[src/core/glm_pkg.sv]
/*
  Constants shared by the genset load management block: register map,
  field positions, reset values and timing figures.
  Assumes a 100 MHz clock and an AHB-Lite master with 32-bit data.
*/
// Notes on behaviour
// - Shed output set above upper shed limit
// - Shed output cleared only below lower limit
// - Shedding always on, routable output
// - Dummy load is inverse of shed
// - Add output active below lower limit
// - Subtract output active above upper limit
// - Same-direction delay spaces like activations
// - Cross delay: subtract then add waits
// - Up to five prioritized steps
// - Connect ascending, disconnect from highest connected
// - Low for add start delay adds one step
// - High for subtract start delay removes one
// - Add wait delay between add pulses
// - Subtract wait delay between subtract pulses
// - Each step pulse lasts 0.25 s
// - Further add needs start and wait done
package glm_pkg;

  // ==========================================================================
  // Sizes
  localparam int GLM_STEPS = 5;                        // Step count
  localparam int GLM_PW = 24;                          // Power word width
  localparam int GLM_TW = 24;                          // Delay field width (ticks)

  // ==========================================================================
  // Timing
  localparam int GLM_CLK_HZ = 100000000;               // Clock rate
  localparam int GLM_TICK_US = 10000;                  // Delay tick, microseconds
  localparam int GLM_TICK_CYC = GLM_CLK_HZ / 1000000 * GLM_TICK_US;
  localparam int GLM_PULSE_MS = 250;                   // Step pulse width
  localparam int GLM_PULSE_TICKS = GLM_PULSE_MS * 1000 / GLM_TICK_US;

  // ==========================================================================
  // Register byte offsets
  localparam logic [7:0] GLM_A_POWER = 8'h00;          // Measured power
  localparam logic [7:0] GLM_A_SHED_HI = 8'h04;        // Upper shed limit
  localparam logic [7:0] GLM_A_SHED_LO = 8'h08;        // Lower shed limit
  localparam logic [7:0] GLM_A_SAME_DLY = 8'h0C;       // Same-direction delay
  localparam logic [7:0] GLM_A_CROSS_DLY = 8'h10;      // Subtract-to-add delay
  localparam logic [7:0] GLM_A_MADD_LVL = 8'h14;       // Multi add level
  localparam logic [7:0] GLM_A_MSUB_LVL = 8'h18;       // Multi subtract level
  localparam logic [7:0] GLM_A_MADD_START = 8'h1C;     // Multi add start delay
  localparam logic [7:0] GLM_A_MSUB_START = 8'h20;     // Multi subtract start delay
  localparam logic [7:0] GLM_A_MADD_WAIT = 8'h24;      // increase_wait_delay
  localparam logic [7:0] GLM_A_MSUB_WAIT = 8'h28;      // decrease_wait_delay
  localparam logic [7:0] GLM_A_STATUS = 8'h2C;         // Status, read only

  // ==========================================================================
  // Status fields
  localparam int GLM_ST_SHED = 0;
  localparam int GLM_ST_DUMMY = 1;
  localparam int GLM_ST_ADD = 2;
  localparam int GLM_ST_SUB = 3;
  localparam int GLM_ST_STEPS = 8;                     // Connected step mask, 5 bits

  // ==========================================================================
  // Reset values
  localparam logic [31:0] GLM_RST_ZERO = 32'h0000_0000;
  localparam logic [31:0] GLM_RST_HI = 32'h00FF_FFFF;  // Upper limits at full scale
  localparam logic [31:0] GLM_RST_DLY = 32'h0000_0064; // 1 s at 10 ms tick

  localparam logic [1:0] GLM_HTRANS_NONSEQ = 2'h2;

endpackage

[src/core/glm_tick_if.sv]
/*
  Interface carrying the shared slow tick and level comparisons from the
  top module to the step manager.
  Assumes a single clock domain.
*/
`timescale 1ns/10ps
interface glm_tick_if;
  logic tick;          // One-cycle tick pulse
  logic below_add;     // Power below multi add level
  logic above_sub;     // Power above multi subtract level
  modport src (output tick, output below_add, output above_sub);
  modport dst (input tick, input below_add, input above_sub);
endinterface // glm_tick_if

[src/core/glm_step_mgr.sv]
/*
  Five-step load manager: start delays, wait delays and 0.25 s pulses.
  Assumes the tick and level inputs from the top, all in the hclk domain.
*/
`timescale 1ns/10ps
module glm_step_mgr
  import glm_pkg::*;
#(
  parameter int STEPS = GLM_STEPS
) (
  // Clock and reset
  input wire logic hclk,
  input wire logic hresetn,
  // Shared tick and levels
  glm_tick_if.dst ti,
  // Delays in ticks
  input wire logic [GLM_TW-1:0] add_start,
  input wire logic [GLM_TW-1:0] sub_start,
  input wire logic [GLM_TW-1:0] add_wait,
  input wire logic [GLM_TW-1:0] sub_wait,
  // Outputs
  output logic [STEPS-1:0] add_pulse,
  output logic [STEPS-1:0] sub_pulse,
  output logic [STEPS-1:0] connected
);

  // ==========================================================================
  // State
  logic [GLM_TW-1:0] ast_ff, nxt_ast;      // Add start timer
  logic [GLM_TW-1:0] sst_ff, nxt_sst;      // Subtract start timer
  logic [GLM_TW-1:0] awt_ff, nxt_awt;      // Ticks since last add
  logic [GLM_TW-1:0] swt_ff, nxt_swt;      // Ticks since last subtract
  logic [GLM_TW-1:0] pw_ff, nxt_pw;        // Pulse ticks left
  logic [STEPS-1:0] add_ff, nxt_add;
  logic [STEPS-1:0] sub_ff, nxt_sub;
  logic [STEPS-1:0] con_ff, nxt_con;

  // Saturating increment
  function automatic logic [GLM_TW-1:0] sat_inc(input logic [GLM_TW-1:0] v);
    sat_inc = (&v) ? v : v + 1'b1;
  endfunction

  // Next-state: timers and step pulses
  always_comb begin
    nxt_ast = ast_ff;
    nxt_sst = sst_ff;
    nxt_awt = awt_ff;
    nxt_swt = swt_ff;
    nxt_pw = pw_ff;
    nxt_add = add_ff;
    nxt_sub = sub_ff;
    nxt_con = con_ff;
    if (ti.tick) begin
      // Start timers restart when the condition drops
      nxt_ast = ti.below_add ? sat_inc(ast_ff) : '0;
      nxt_sst = ti.above_sub ? sat_inc(sst_ff) : '0;
      nxt_awt = sat_inc(awt_ff);
      nxt_swt = sat_inc(swt_ff);
      if (pw_ff != '0) begin
        // Pulse running
        nxt_pw = pw_ff - 1'b1;
        if (pw_ff == GLM_TW'(1)) begin
          nxt_add = '0;
          nxt_sub = '0;
        end
      end else if (ti.below_add && ast_ff >= add_start && awt_ff >= add_wait && !(&con_ff)) begin
        // Lowest unconnected step goes on
        for (int i = STEPS - 1; i >= 0; i--) begin
          if (!con_ff[i]) begin
            nxt_add = '0;
            nxt_add[i] = 1'b1;
          end
        end
        nxt_con = con_ff | nxt_add;
        nxt_pw = GLM_TW'(GLM_PULSE_TICKS);
        nxt_ast = '0;
        nxt_awt = '0;
      end else if (ti.above_sub && sst_ff >= sub_start && swt_ff >= sub_wait && (|con_ff)) begin
        // Highest connected step goes off
        for (int i = 0; i < STEPS; i++) begin
          if (con_ff[i]) begin
            nxt_sub = '0;
            nxt_sub[i] = 1'b1;
          end
        end
        nxt_con = con_ff & ~nxt_sub;
        nxt_pw = GLM_TW'(GLM_PULSE_TICKS);
        nxt_sst = '0;
        nxt_swt = '0;
      end
    end
  end

  // Registers
  always_ff @(posedge hclk or negedge hresetn) begin
    if (!hresetn) begin
      ast_ff <= '0;
      sst_ff <= '0;
      awt_ff <= '1;
      swt_ff <= '1;
      pw_ff <= '0;
      add_ff <= '0;
      sub_ff <= '0;
      con_ff <= '0;
    end else begin
      ast_ff <= nxt_ast;
      sst_ff <= nxt_sst;
      awt_ff <= nxt_awt;
      swt_ff <= nxt_swt;
      pw_ff <= nxt_pw;
      add_ff <= nxt_add;
      sub_ff <= nxt_sub;
      con_ff <= nxt_con;
    end
  end

  assign add_pulse = add_ff;
  assign sub_pulse = sub_ff;
  assign connected = con_ff;

endmodule // glm_step_mgr

[src/core/glm_top.sv]
/*
  Genset load management top: AHB-Lite register slave, load shedding and
  dummy load, add/subtract outputs with spacing delays, and step manager.
  Assumes one AHB-Lite master, single word transfers, 100 MHz hclk.
*/
// Decided for this implementation: register access over AHB-Lite and the placing of the registers.
`timescale 1ns/10ps
module glm_top
  import glm_pkg::*;
#(
  parameter int TICK_CYC = GLM_TICK_CYC   // Cycles per delay tick
) (
  // AHB-Lite
  input wire logic hclk,
  input wire logic hresetn,
  input wire logic hsel,
  input wire logic [31:0] haddr,
  input wire logic [1:0] htrans,
  input wire logic hwrite,
  input wire logic [2:0] hsize,
  input wire logic hready,
  input wire logic [31:0] hwdata,
  output logic [31:0] hrdata,
  output logic hreadyout,
  output logic hresp,
  // Load outputs
  output logic shed_out,
  output logic dummy_out,
  output logic add_out,
  output logic sub_out,
  output logic [GLM_STEPS-1:0] step_add,
  output logic [GLM_STEPS-1:0] step_sub
);

  // ==========================================================================
  // Bus slave state
  logic wr_ff, nxt_wr;                // Write data phase pending
  logic [7:0] wa_ff, nxt_wa;          // Latched write offset
  logic [31:0] rd_ff, nxt_rd;         // Read data
  logic [GLM_PW-1:0] pow_ff, nxt_pow;
  logic [GLM_PW-1:0] shi_ff, nxt_shi;
  logic [GLM_PW-1:0] slo_ff, nxt_slo;
  logic [GLM_TW-1:0] sdl_ff, nxt_sdl;
  logic [GLM_TW-1:0] cdl_ff, nxt_cdl;
  logic [GLM_PW-1:0] mal_ff, nxt_mal;
  logic [GLM_PW-1:0] msl_ff, nxt_msl;
  logic [GLM_TW-1:0] mas_ff, nxt_mas;
  logic [GLM_TW-1:0] mss_ff, nxt_mss;
  logic [GLM_TW-1:0] increase_wait_delay_ff, nxt_increase_wait_delay;
  logic [GLM_TW-1:0] decrease_wait_delay_ff, nxt_decrease_wait_delay;
  logic take;                         // Address phase accepted

  // ==========================================================================
  // Load logic state
  logic [31:0] div_ff, nxt_div;       // Tick divider
  logic tick_ff, nxt_tick;
  logic shed_ff, nxt_shed;
  logic dum_ff, nxt_dum;
  logic add_ff, nxt_add;
  logic sub_ff, nxt_sub;
  logic [GLM_TW-1:0] at_ff, nxt_at;   // Ticks since add activation
  logic [GLM_TW-1:0] st_ff, nxt_st;   // Ticks since subtract activation
  logic [GLM_STEPS-1:0] sa_ff, nxt_sa;
  logic [GLM_STEPS-1:0] ss_ff, nxt_ss;
  logic [GLM_STEPS-1:0] mgr_add, mgr_sub, mgr_con;

  glm_tick_if ti();

  // Saturating increment
  function automatic logic [GLM_TW-1:0] sat_inc(input logic [GLM_TW-1:0] v);
    sat_inc = (&v) ? v : v + 1'b1;
  endfunction

  // Read mux for one offset
  function automatic logic [31:0] rd_mux(input logic [7:0] a, input logic [31:0] st);
    unique case (a)
      GLM_A_POWER: rd_mux = 32'(pow_ff);
      GLM_A_SHED_HI: rd_mux = 32'(shi_ff);
      GLM_A_SHED_LO: rd_mux = 32'(slo_ff);
      GLM_A_SAME_DLY: rd_mux = 32'(sdl_ff);
      GLM_A_CROSS_DLY: rd_mux = 32'(cdl_ff);
      GLM_A_MADD_LVL: rd_mux = 32'(mal_ff);
      GLM_A_MSUB_LVL: rd_mux = 32'(msl_ff);
      GLM_A_MADD_START: rd_mux = 32'(mas_ff);
      GLM_A_MSUB_START: rd_mux = 32'(mss_ff);
      GLM_A_MADD_WAIT: rd_mux = 32'(increase_wait_delay_ff);
      GLM_A_MSUB_WAIT: rd_mux = 32'(decrease_wait_delay_ff);
      GLM_A_STATUS: rd_mux = st;
      default: rd_mux = GLM_RST_ZERO;     // Unmapped reads zero
    endcase
  endfunction

  assign take = hsel && hready && (htrans == GLM_HTRANS_NONSEQ);

  // ==========================================================================
  // Bus slave next state: zero wait state, writes land in data phase
  always_comb begin
    logic [31:0] st;
    st = GLM_RST_ZERO;
    st[GLM_ST_SHED] = shed_ff;
    st[GLM_ST_DUMMY] = dum_ff;
    st[GLM_ST_ADD] = add_ff;
    st[GLM_ST_SUB] = sub_ff;
    st[GLM_ST_STEPS +: GLM_STEPS] = mgr_con;
    nxt_wr = take && hwrite;
    nxt_wa = take ? haddr[7:0] : wa_ff;
    nxt_rd = (take && !hwrite) ? rd_mux(haddr[7:0], st) : rd_ff;
    nxt_pow = pow_ff;
    nxt_shi = shi_ff;
    nxt_slo = slo_ff;
    nxt_sdl = sdl_ff;
    nxt_cdl = cdl_ff;
    nxt_mal = mal_ff;
    nxt_msl = msl_ff;
    nxt_mas = mas_ff;
    nxt_mss = mss_ff;
    nxt_increase_wait_delay = increase_wait_delay_ff;
    nxt_decrease_wait_delay = decrease_wait_delay_ff;
    if (wr_ff) begin
      // Write data phase
      unique case (wa_ff)
        GLM_A_POWER: nxt_pow = hwdata[GLM_PW-1:0];
        GLM_A_SHED_HI: nxt_shi = hwdata[GLM_PW-1:0];
        GLM_A_SHED_LO: nxt_slo = hwdata[GLM_PW-1:0];
        GLM_A_SAME_DLY: nxt_sdl = hwdata[GLM_TW-1:0];
        GLM_A_CROSS_DLY: nxt_cdl = hwdata[GLM_TW-1:0];
        GLM_A_MADD_LVL: nxt_mal = hwdata[GLM_PW-1:0];
        GLM_A_MSUB_LVL: nxt_msl = hwdata[GLM_PW-1:0];
        GLM_A_MADD_START: nxt_mas = hwdata[GLM_TW-1:0];
        GLM_A_MSUB_START: nxt_mss = hwdata[GLM_TW-1:0];
        GLM_A_MADD_WAIT: nxt_increase_wait_delay = hwdata[GLM_TW-1:0];
        GLM_A_MSUB_WAIT: nxt_decrease_wait_delay = hwdata[GLM_TW-1:0];
        default: ;                        // Status and unmapped ignore writes
      endcase
    end
  end

  // Bus slave registers
  always_ff @(posedge hclk or negedge hresetn) begin
    if (!hresetn) begin
      wr_ff <= 1'b0;
      wa_ff <= '0;
      rd_ff <= GLM_RST_ZERO;
      pow_ff <= '0;
      shi_ff <= GLM_RST_HI[GLM_PW-1:0];
      slo_ff <= '0;
      sdl_ff <= GLM_RST_DLY[GLM_TW-1:0];
      cdl_ff <= GLM_RST_DLY[GLM_TW-1:0];
      mal_ff <= '0;
      msl_ff <= GLM_RST_HI[GLM_PW-1:0];
      mas_ff <= GLM_RST_DLY[GLM_TW-1:0];
      mss_ff <= GLM_RST_DLY[GLM_TW-1:0];
      increase_wait_delay_ff <= GLM_RST_DLY[GLM_TW-1:0];
      decrease_wait_delay_ff <= GLM_RST_DLY[GLM_TW-1:0];
    end else begin
      wr_ff <= nxt_wr;
      wa_ff <= nxt_wa;
      rd_ff <= nxt_rd;
      pow_ff <= nxt_pow;
      shi_ff <= nxt_shi;
      slo_ff <= nxt_slo;
      sdl_ff <= nxt_sdl;
      cdl_ff <= nxt_cdl;
      mal_ff <= nxt_mal;
      msl_ff <= nxt_msl;
      mas_ff <= nxt_mas;
      mss_ff <= nxt_mss;
      increase_wait_delay_ff <= nxt_increase_wait_delay;
      decrease_wait_delay_ff <= nxt_decrease_wait_delay;
    end
  end

  assign hrdata = rd_ff;
  assign hreadyout = 1'b1;
  assign hresp = 1'b0;

  // ==========================================================================
  // Load logic next state: runs always, no enable
  always_comb begin
    nxt_tick = (div_ff == 32'(TICK_CYC - 1));
    nxt_div = nxt_tick ? '0 : div_ff + 1'b1;
    nxt_at = at_ff;
    nxt_st = st_ff;
    nxt_add = add_ff;
    nxt_sub = sub_ff;
    // Hysteretic shed, no enable bit
    if (pow_ff > shi_ff) begin
      nxt_shed = 1'b1;
    end else if (pow_ff < slo_ff) begin
      nxt_shed = 1'b0;
    end else begin
      nxt_shed = shed_ff;
    end
    nxt_dum = ~nxt_shed;
    if (tick_ff) begin
      nxt_at = sat_inc(at_ff);
      nxt_st = sat_inc(st_ff);
    end
    // Add output
    if (pow_ff >= slo_ff) begin
      nxt_add = 1'b0;
    end else if (!add_ff && at_ff >= sdl_ff && st_ff >= cdl_ff) begin
      nxt_add = 1'b1;
      nxt_at = '0;
    end
    // Subtract output
    if (pow_ff <= shi_ff) begin
      nxt_sub = 1'b0;
    end else if (!sub_ff && st_ff >= sdl_ff) begin
      nxt_sub = 1'b1;
      nxt_st = '0;
    end
    nxt_sa = mgr_add;
    nxt_ss = mgr_sub;
  end

  // Load logic registers
  always_ff @(posedge hclk or negedge hresetn) begin
    if (!hresetn) begin
      div_ff <= '0;
      tick_ff <= 1'b0;
      shed_ff <= 1'b0;
      dum_ff <= 1'b1;
      add_ff <= 1'b0;
      sub_ff <= 1'b0;
      at_ff <= '1;
      st_ff <= '1;
      sa_ff <= '0;
      ss_ff <= '0;
    end else begin
      div_ff <= nxt_div;
      tick_ff <= nxt_tick;
      shed_ff <= nxt_shed;
      dum_ff <= nxt_dum;
      add_ff <= nxt_add;
      sub_ff <= nxt_sub;
      at_ff <= nxt_at;
      st_ff <= nxt_st;
      sa_ff <= nxt_sa;
      ss_ff <= nxt_ss;
    end
  end

  assign ti.tick = tick_ff;
  assign ti.below_add = pow_ff < mal_ff;
  assign ti.above_sub = pow_ff > msl_ff;

  // Step manager
  glm_step_mgr #(.STEPS(GLM_STEPS)) u_steps (
    .hclk(hclk),
    .hresetn(hresetn),
    .ti(ti),
    .add_start(mas_ff),
    .sub_start(mss_ff),
    .add_wait(increase_wait_delay_ff),
    .sub_wait(decrease_wait_delay_ff),
    .add_pulse(mgr_add),
    .sub_pulse(mgr_sub),
    .connected(mgr_con)
  );

  assign shed_out = shed_ff;
  assign dummy_out = dum_ff;
  assign add_out = add_ff;
  assign sub_out = sub_ff;
  assign step_add = sa_ff;
  assign step_sub = ss_ff;

endmodule // glm_top

[config.mk]
export PLATFORM = sky130hd
export DESIGN_NAME = glm_top
export DESIGN_NICKNAME = d
export VERILOG_FILES = /design/src/core/glm_pkg.sv /design/src/core/glm_tick_if.sv /design/src/core/glm_step_mgr.sv /design/src/core/glm_top.sv
export SDC_FILE = /design/constraint.sdc
export NUM_CORES = 1
export LEC_CHECK = 0
export BUFFER_PORTS_ARGS = -buffer_cell sky130_fd_sc_hd__buf_2
export CAP_MARGIN = 20
export CORE_MARGIN = 2
export CORE_UTILIZATION = 55
export DETAILED_ROUTE_END_ITERATION = 6
export HOLD_SLACK_MARGIN = 0.05
export PLACE_DENSITY_LB_ADDON = 0.2
export SLEW_MARGIN = 15
export SYNTH_ARGS = -nofsm -noshare
export SYNTH_HDL_FRONTEND = slang
export SYNTH_SLANG_ARGS = --single-unit
[constraint.sdc]
create_clock -name hclk -period 4.79 [get_ports hclk]
set_input_delay 0.2395 -clock hclk [delete_from_list [all_inputs] [get_ports hclk]]
set_output_delay 0.2395 -clock hclk [all_outputs]
set_load 0.02 [all_outputs]
==> key figures, run 1 <==
Run status
  – Status: complete, no violations

Synth
  – Mean Syn Cell Area: 10.03 um2
  – Primary FF master, synth: dfrtp_1
  – Seq cells post-synth: 527
  – Fraction of synthesized area in multiplexers: 7.636%
  – Xor and xnor fraction of the mapped netlist area: 3.408%
  – Compound-Gate Fraction of Synth Area: 14.39%
  – Fraction of registers with async set/reset: 100.0%
  – Adder-Cell Fraction of Synth Area: 11.22%
  – Post-synth EDFFs: 0
  – Syn Inst Count: 3025
  – Seq/Total Area, Yosys: 44.15%
  – Synth cell types: 84
  – Yosys warns: 0
  – Simple-gate share of the synthesized area: 13.92%
  – Mapped Area: 30330 um2
  – Main combinational cell family by area after synthesis: compound AO/OA/AOI/OAI gates

Clocking
  – Sink Count: 527
  – CTS tree: done
  – H-Tree Depth: 2
  – Hold Buf Count CTS: 34
  – Worst-path clk slew: 60 ps
  – Post-CTS sizing: 0
  – CTS Root Cell: clkbuf_16
  – Clk buf depth: 3
  – Setup repair bufs after CTS: 0
  – CTS Buf Count: 59
  – Clk Latency, worst-skew pair: 650 ps

GRT
  – GR Util All Layers: 30.92%
  – Total grt overflow: 0
  – Met1 GRT Util: 42.68%
  – Vias in the first global route: 24036
  – Largest net degree at the start of global routing: 127
  – Met3 usage: 5.416%
  – Most Crowded Layer GR: met2
  – First-pass GRT wire length: 136.8 mm
  – Initial antenna violation count: 2
  – Met2 Track Usage GR: 49.73%

Timing
  – Hold Fails Final Rpt: 0
  – Skew final: 33.94 ps
  – Slew @ Worst Pin: 1214 ps
  – Setup tns final: 0 ps
  – Final worst path period need: 4106 ps
  – Worst relative slew slack: 18.33%
  – Max-slew violations: 0
  – # setup viols final: 0
  – Peak Freq: 0.2436 GHz
  – Fraction of the cycle the final worst path needs: 85.71%
  – RSZ-0062 raised after global routing: no
  – Final setup margin: 684.4 ps

Setup path
  – Crit Path Max Fanout: 13
  – R2r worst-path depth: 11
  – Critical path class: flop to flop
  – CP arrival: 4670 ps
  – Startpoint Class: flop
  – WP data required: 5360 ps
  – Critical path capture point type: flop

Layout
  – NumNets Final: 3451
  – Largest register FFs: 32
  – Final core area utilization: 62.20%
  – Most common cell after layout, fill and taps aside: dfrtp_1
  – Synth-to-Final Area Change: 12.33%
  – Cell area after layout: 34070 um2
  – Biggest register: div_ff
  – Most frequent cells in the layout: dfrtp_1 (363), ha_1 (272), inv_1 (263)
  – Share of layout cells above drive strength 1: 20.15%
  – Non-filler instance count after layout: 3861
  – Filler cells: 4451

Flow run
  – Max Cap Viol: 0

Hold path
  – Hold Path Class: primary input to flop
  – Worst Hold Depth: 3

Die
  – Initial Util: 55.38%
  – Ports: 122
  – Core Box Area: 54770 um2
  – Die Ht: 238.8 um
  – Die ar.: 57040 um2
  – Die width: 238.8 um
  – FP Rows: 86

Drt
  – Iteration-0 DRC Markers: 1948
  – DRT Wirelength: 87.05 mm
  – Drt first pass iters: 7
  – Antenna viol nets, final: 0
  – # DRC: 0
  – Routed vias: 24075
  – Routed wire length per instance: 22.55 um
  – Vias per cell: 6.235

Power
  – Combinational share of power: 9.5%
  – Switching power: 0.002886 W
  – Clock share of power: 45.7%
  – Peak VDD IR: 0.0003027 V
  – Internal power: 0.008335 W
  – Leak Pwr: 16.24 nW
  – Sw frac: 25.72%
  – Pwr/cell area: 329.4 nW/um2
  – Register share of total power: 44.8%

Place
  – Area post-placement: 31490 um2
  – Hpwl dp: 64.18 mm
  – Placed cells: 3714
  – Buffers added on ports: 76
  – Post-place setup slack: 701.4 ps
  – RePlAce Congestion: 0.9555
==> through the flow <==
step | hold WS, ps | total power, W
2_1_floorplan | -56.09 | 0.005644
3_3_place_gp | 311.2 | 0.006057
3_5_place_dp | 315.0 | 0.006119
4_1_cts | 112.7 | 0.01128
5_1_grt | 227.9 | 0.01165
6_report | 155.1 | 0.01122
==> final timing paths <==
| kind | startpoint | endpoint | slack, ps |
|---|---|---|---|
| hold / removal | htrans[0] | wr_ff | 160 |
| min in group asynchronous | hresetn | u_steps.sst_ff[8] | 190 |
| hold reg to reg | u_steps.add_pulse[4] | step_add[4] | 380 |
| setup reg to reg | msl_ff[19] | u_steps.pw_ff[17] | 680 |
| max in group asynchronous | hresetn | mal_ff[10] | 3320 |
| setup / recovery | msl_ff[19] | u_steps.pw_ff[17] | 680 |
==> power by group through the flow <==
stage          sequential, W  combinational, W  clock, W
6_report             0.00503           0.00107   0.00513
5_1_grt              0.00505           0.00121   0.00539
4_1_cts              0.00501           0.00106   0.00520
3_5_place_dp         0.00509           0.00103         0
3_3_place_gp         0.00507          0.000984         0
2_1_floorplan        0.00496          0.000688         0
==> cell families (layout without fill, tap and decap cells) <==
family,count (synthesis),count (layout)
fa+ha+maj,272,272
xor+xnor,118,118
simple gates,856,856
compound gates,641,641
buf+inv,403,526
mux,206,206
flops,527,527
other cells,2,11
==> worst max-delay path, cell delays in order (launching register included) <==
cell and delay, ps:
dfstp_2 540, inv_1 50, ha_1 310, nand4_1 180, nor4_1 620, and3_1 290
o31a_1 160, o21ai_2 210, or3_1 600, a31o_2 410, or4_1 500, a21oi_1 160
==> Yosys cell counts (all sizes together), types with 50 or more instances <==
library cell | instances | area [um2]
a21oi | 115 | 583.1
a22o | 57 | 499.2
nand3 | 116 | 580.6
nand4 | 82 | 513.0
xnor2 | 53 | 464.2
clkbuf | 115 | 431.7
xor2 | 65 | 569.3
ha | 272 | 3403
a31oi | 55 | 350.3
inv | 263 | 987.2
nand2 | 239 | 914.6
mux2 | 203 | 2286
a221oi | 50 | 437.9
dfstp | 163 | 4283
a21o | 58 | 435.4
o21ai | 152 | 768.2
nor2 | 216 | 827.0
dfrtp | 364 | 9109
==> layer usage <==
| metal | share of wire [%] | vias up | wire length, um |
|---|---|---|---|
| li1 | - | 11044 | - |
| met1 | 43 | 12068 | 37850 |
| met2 | 46 | 803 | 40390 |
| met3 | 7.1 | 158 | 6153 |
| met4 | 3.0 | 2 | 2647 |
| met5 | 0.015 | - | 13 |
==> layout make-up <==
class / instances / area, um2 / share of cell area (%)
Antenna cell: 1 / 2.502 / 0.007345
Clock buffer: 82 / 1723 / 5.057
Clock inverter: 30 / 514.2 / 1.509
Inverter: 263 / 987.2 / 2.898
Multi-Input combinational cell: 2103 / 15470 / 45.41
Sequential cell: 527 / 13390 / 39.31
Tap cell: 704 / 880.8 / 2.586
Timing Repair Buffer: 151 / 1096 / 3.217
No activity file was read; power rests on OpenSTA's default activity.
==> run 2: changes to the inputs <==
--- a/config.mk
+++ b/config.mk
@@ -12,6 +12,7 @@
 export DETAILED_ROUTE_END_ITERATION = 6
 export HOLD_SLACK_MARGIN = 0.05
 export PLACE_DENSITY_LB_ADDON = 0.2
+export RECOVER_POWER = 25
 export SLEW_MARGIN = 15
 export SYNTH_ARGS = -nofsm -noshare
 export SYNTH_HDL_FRONTEND = slang
==> key figures, run 2 (synthesized netlist as in run 1, its figures left out) <==
GRT
  – Met3 usage: 5.416%
  – First-pass GRT wire length: 136.8 mm
  – Met2 Track Usage GR: 49.73%
  – Met1 GRT Util: 42.68%
  – Most Crowded Layer GR: met2
  – Largest net degree at the start of global routing: 127
  – Total grt overflow: 0
  – Initial antenna violation count: 2
  – Vias in the first global route: 24036
  – GR Util All Layers: 30.92%

Setup path
  – Critical path capture point type: flop
  – Startpoint Class: flop
  – CP arrival: 4670 ps
  – Reg-to-Reg Start: msl_ff[19]
  – Critical path class: flop to flop
  – Crit Path Max Fanout: 13
  – Worst setup startpoint: msl_ff[19]
  – WP data required: 5360 ps

Clocking
  – CTS Root Cell: clkbuf_16
  – Sink Count: 527
  – H-Tree Depth: 2
  – Clk Latency, worst-skew pair: 650 ps
  – CTS tree: done
  – CTS Buf Count: 59
  – Clk buf depth: 3
  – Worst-path clk slew: 60 ps

Timing
  – Setup tns final: 0 ps
  – Slew @ Worst Pin: 2603 ps
  – # setup viols final: 0
  – RSZ-0062 raised after global routing: no
  – Fraction of the cycle the final worst path needs: 85.71%
  – Skew final: 34.01 ps
  – Hold Fails Final Rpt: 0
  – Final worst path period need: 4106 ps
  – Peak Freq: 0.2436 GHz
  – Max-slew violations: 92
  – Worst relative slew slack: -73.52%

Layout
  – Largest register FFs: 32
  – Cell area after layout: 34040 um2
  – Most frequent cells in the layout: dfrtp_1 (363), ha_1 (272), inv_1 (263)
  – Synth-to-Final Area Change: 12.24%
  – Share of layout cells above drive strength 1: 20.06%
  – Most common cell after layout, fill and taps aside: dfrtp_1
  – NumNets Final: 3451
  – Biggest register: div_ff

Die
  – FP Rows: 86
  – Core Box Area: 54770 um2
  – Die ar.: 57040 um2
  – Die Ht: 238.8 um
  – Die width: 238.8 um
  – Ports: 122
  – Initial Util: 55.38%

Flow run
  – Max Cap Viol: 1

Run status
  – Violated checks: capacitance limit, slew limit
  – Status: finished with violations

Drt
  – Routed wire length per instance: 22.55 um
  – Routed vias: 24079
  – Vias per cell: 6.236
  – Drt first pass iters: 5
  – # DRC: 0
  – DRT Wirelength: 87.05 mm
  – Iteration-0 DRC Markers: 1945
  – Antenna viol nets, final: 0

Power
  – Peak VDD IR: 0.0003027 V
  – Leak Pwr: 16.22 nW
  – Combinational share of power: 9.5%
  – Sw frac: 25.72%
  – Pwr/cell area: 329.6 nW/um2
  – Clock share of power: 45.7%
  – Register share of total power: 44.8%
  – Internal power: 0.008333 W
  – Switching power: 0.002886 W

Place
  – Area post-placement: 31490 um2
  – RePlAce Congestion: 0.9555
  – Buffers added on ports: 76
  – Hpwl dp: 64.18 mm

Hold path
  – Worst min-delay path startpoint: htrans[0]
  – Hold Path Class: primary input to flop
==> run 2: what timing repair did <==
item,4_1_cts,5_1_grt
gates resized for setup,0,0
hold buffers,34,0
buffers inserted,0,0
endpoints found under the hold margin,224,0
==> run 2: path summary, 6_finish.rpt <==
kind                                     end  slack, ps  depth (start not counted)
setup / recovery           u_steps.pw_ff[17]        680                         11
hold / removal                         wr_ff        150                          3
setup reg to reg           u_steps.pw_ff[17]        680                         11
hold reg to reg                  step_add[4]        380                          0
max in group asynchronous         pow_ff[11]       1160                          3
min in group asynchronous  u_steps.sst_ff[8]        890                          2
==> run 2: critical path, stage by stage, from the launching register on <==
cell and delay (ps):
dfstp_2 540, inv_1 50, ha_1 310, nand4_1 180, nor4_1 620, and3_1 290
o31a_1 160, o21ai_2 210, or3_1 600, a31o_2 410, or4_1 500, a21oi_1 160
==> run 2: through the flow <==
step | worst slack [ps] | total power [W] | std cells | hold WS, ps | utilization [%]
floorplan | 1506 | 0.005644 | 3033 | -56.09 | -
global placement | 789.6 | 0.006057 | 3713 | 311.2 | 57.46
detailed placement | 701.4 | 0.006119 | 3714 | 315.0 | 57.49
CTS | 705.5 | 0.01128 | 3860 | 112.7 | 62.20
global route | 523.9 | 0.01164 | 3860 | 227.9 | 62.15
finish | 684.5 | 0.01122 | 3861 | 153.5 | 62.15
==> run 2: metal layers <==
layer  vias up  wire [um]
met5         -         13
met4         2       2647
met3       158       6199
met2       811      40390
met1     12061      37800
li1      11047          -
==> run 2: layout make-up <==
type                       count  area (um2)
fill                        4454       20730
antenna                        1       2.502
clock buffer                  82        1723
tap                          704       880.8
multi-input combinational   2103       15470
sequential                   527       13390
inverter                     263       987.2
clock inverter                30       514.2
timing repair buffer         151        1070
==> run 2: power groups by stage <==
stage	clock network (W)	logic, W	registers (W)
5_1_grt	0.00539	0.00121	0.00505
3_3_place_gp	0	0.000984	0.00507
6_report	0.00513	0.00106	0.00503
4_1_cts	0.00520	0.00106	0.00501
2_1_floorplan	0	0.000688	0.00496
3_5_place_dp	0	0.00103	0.00509
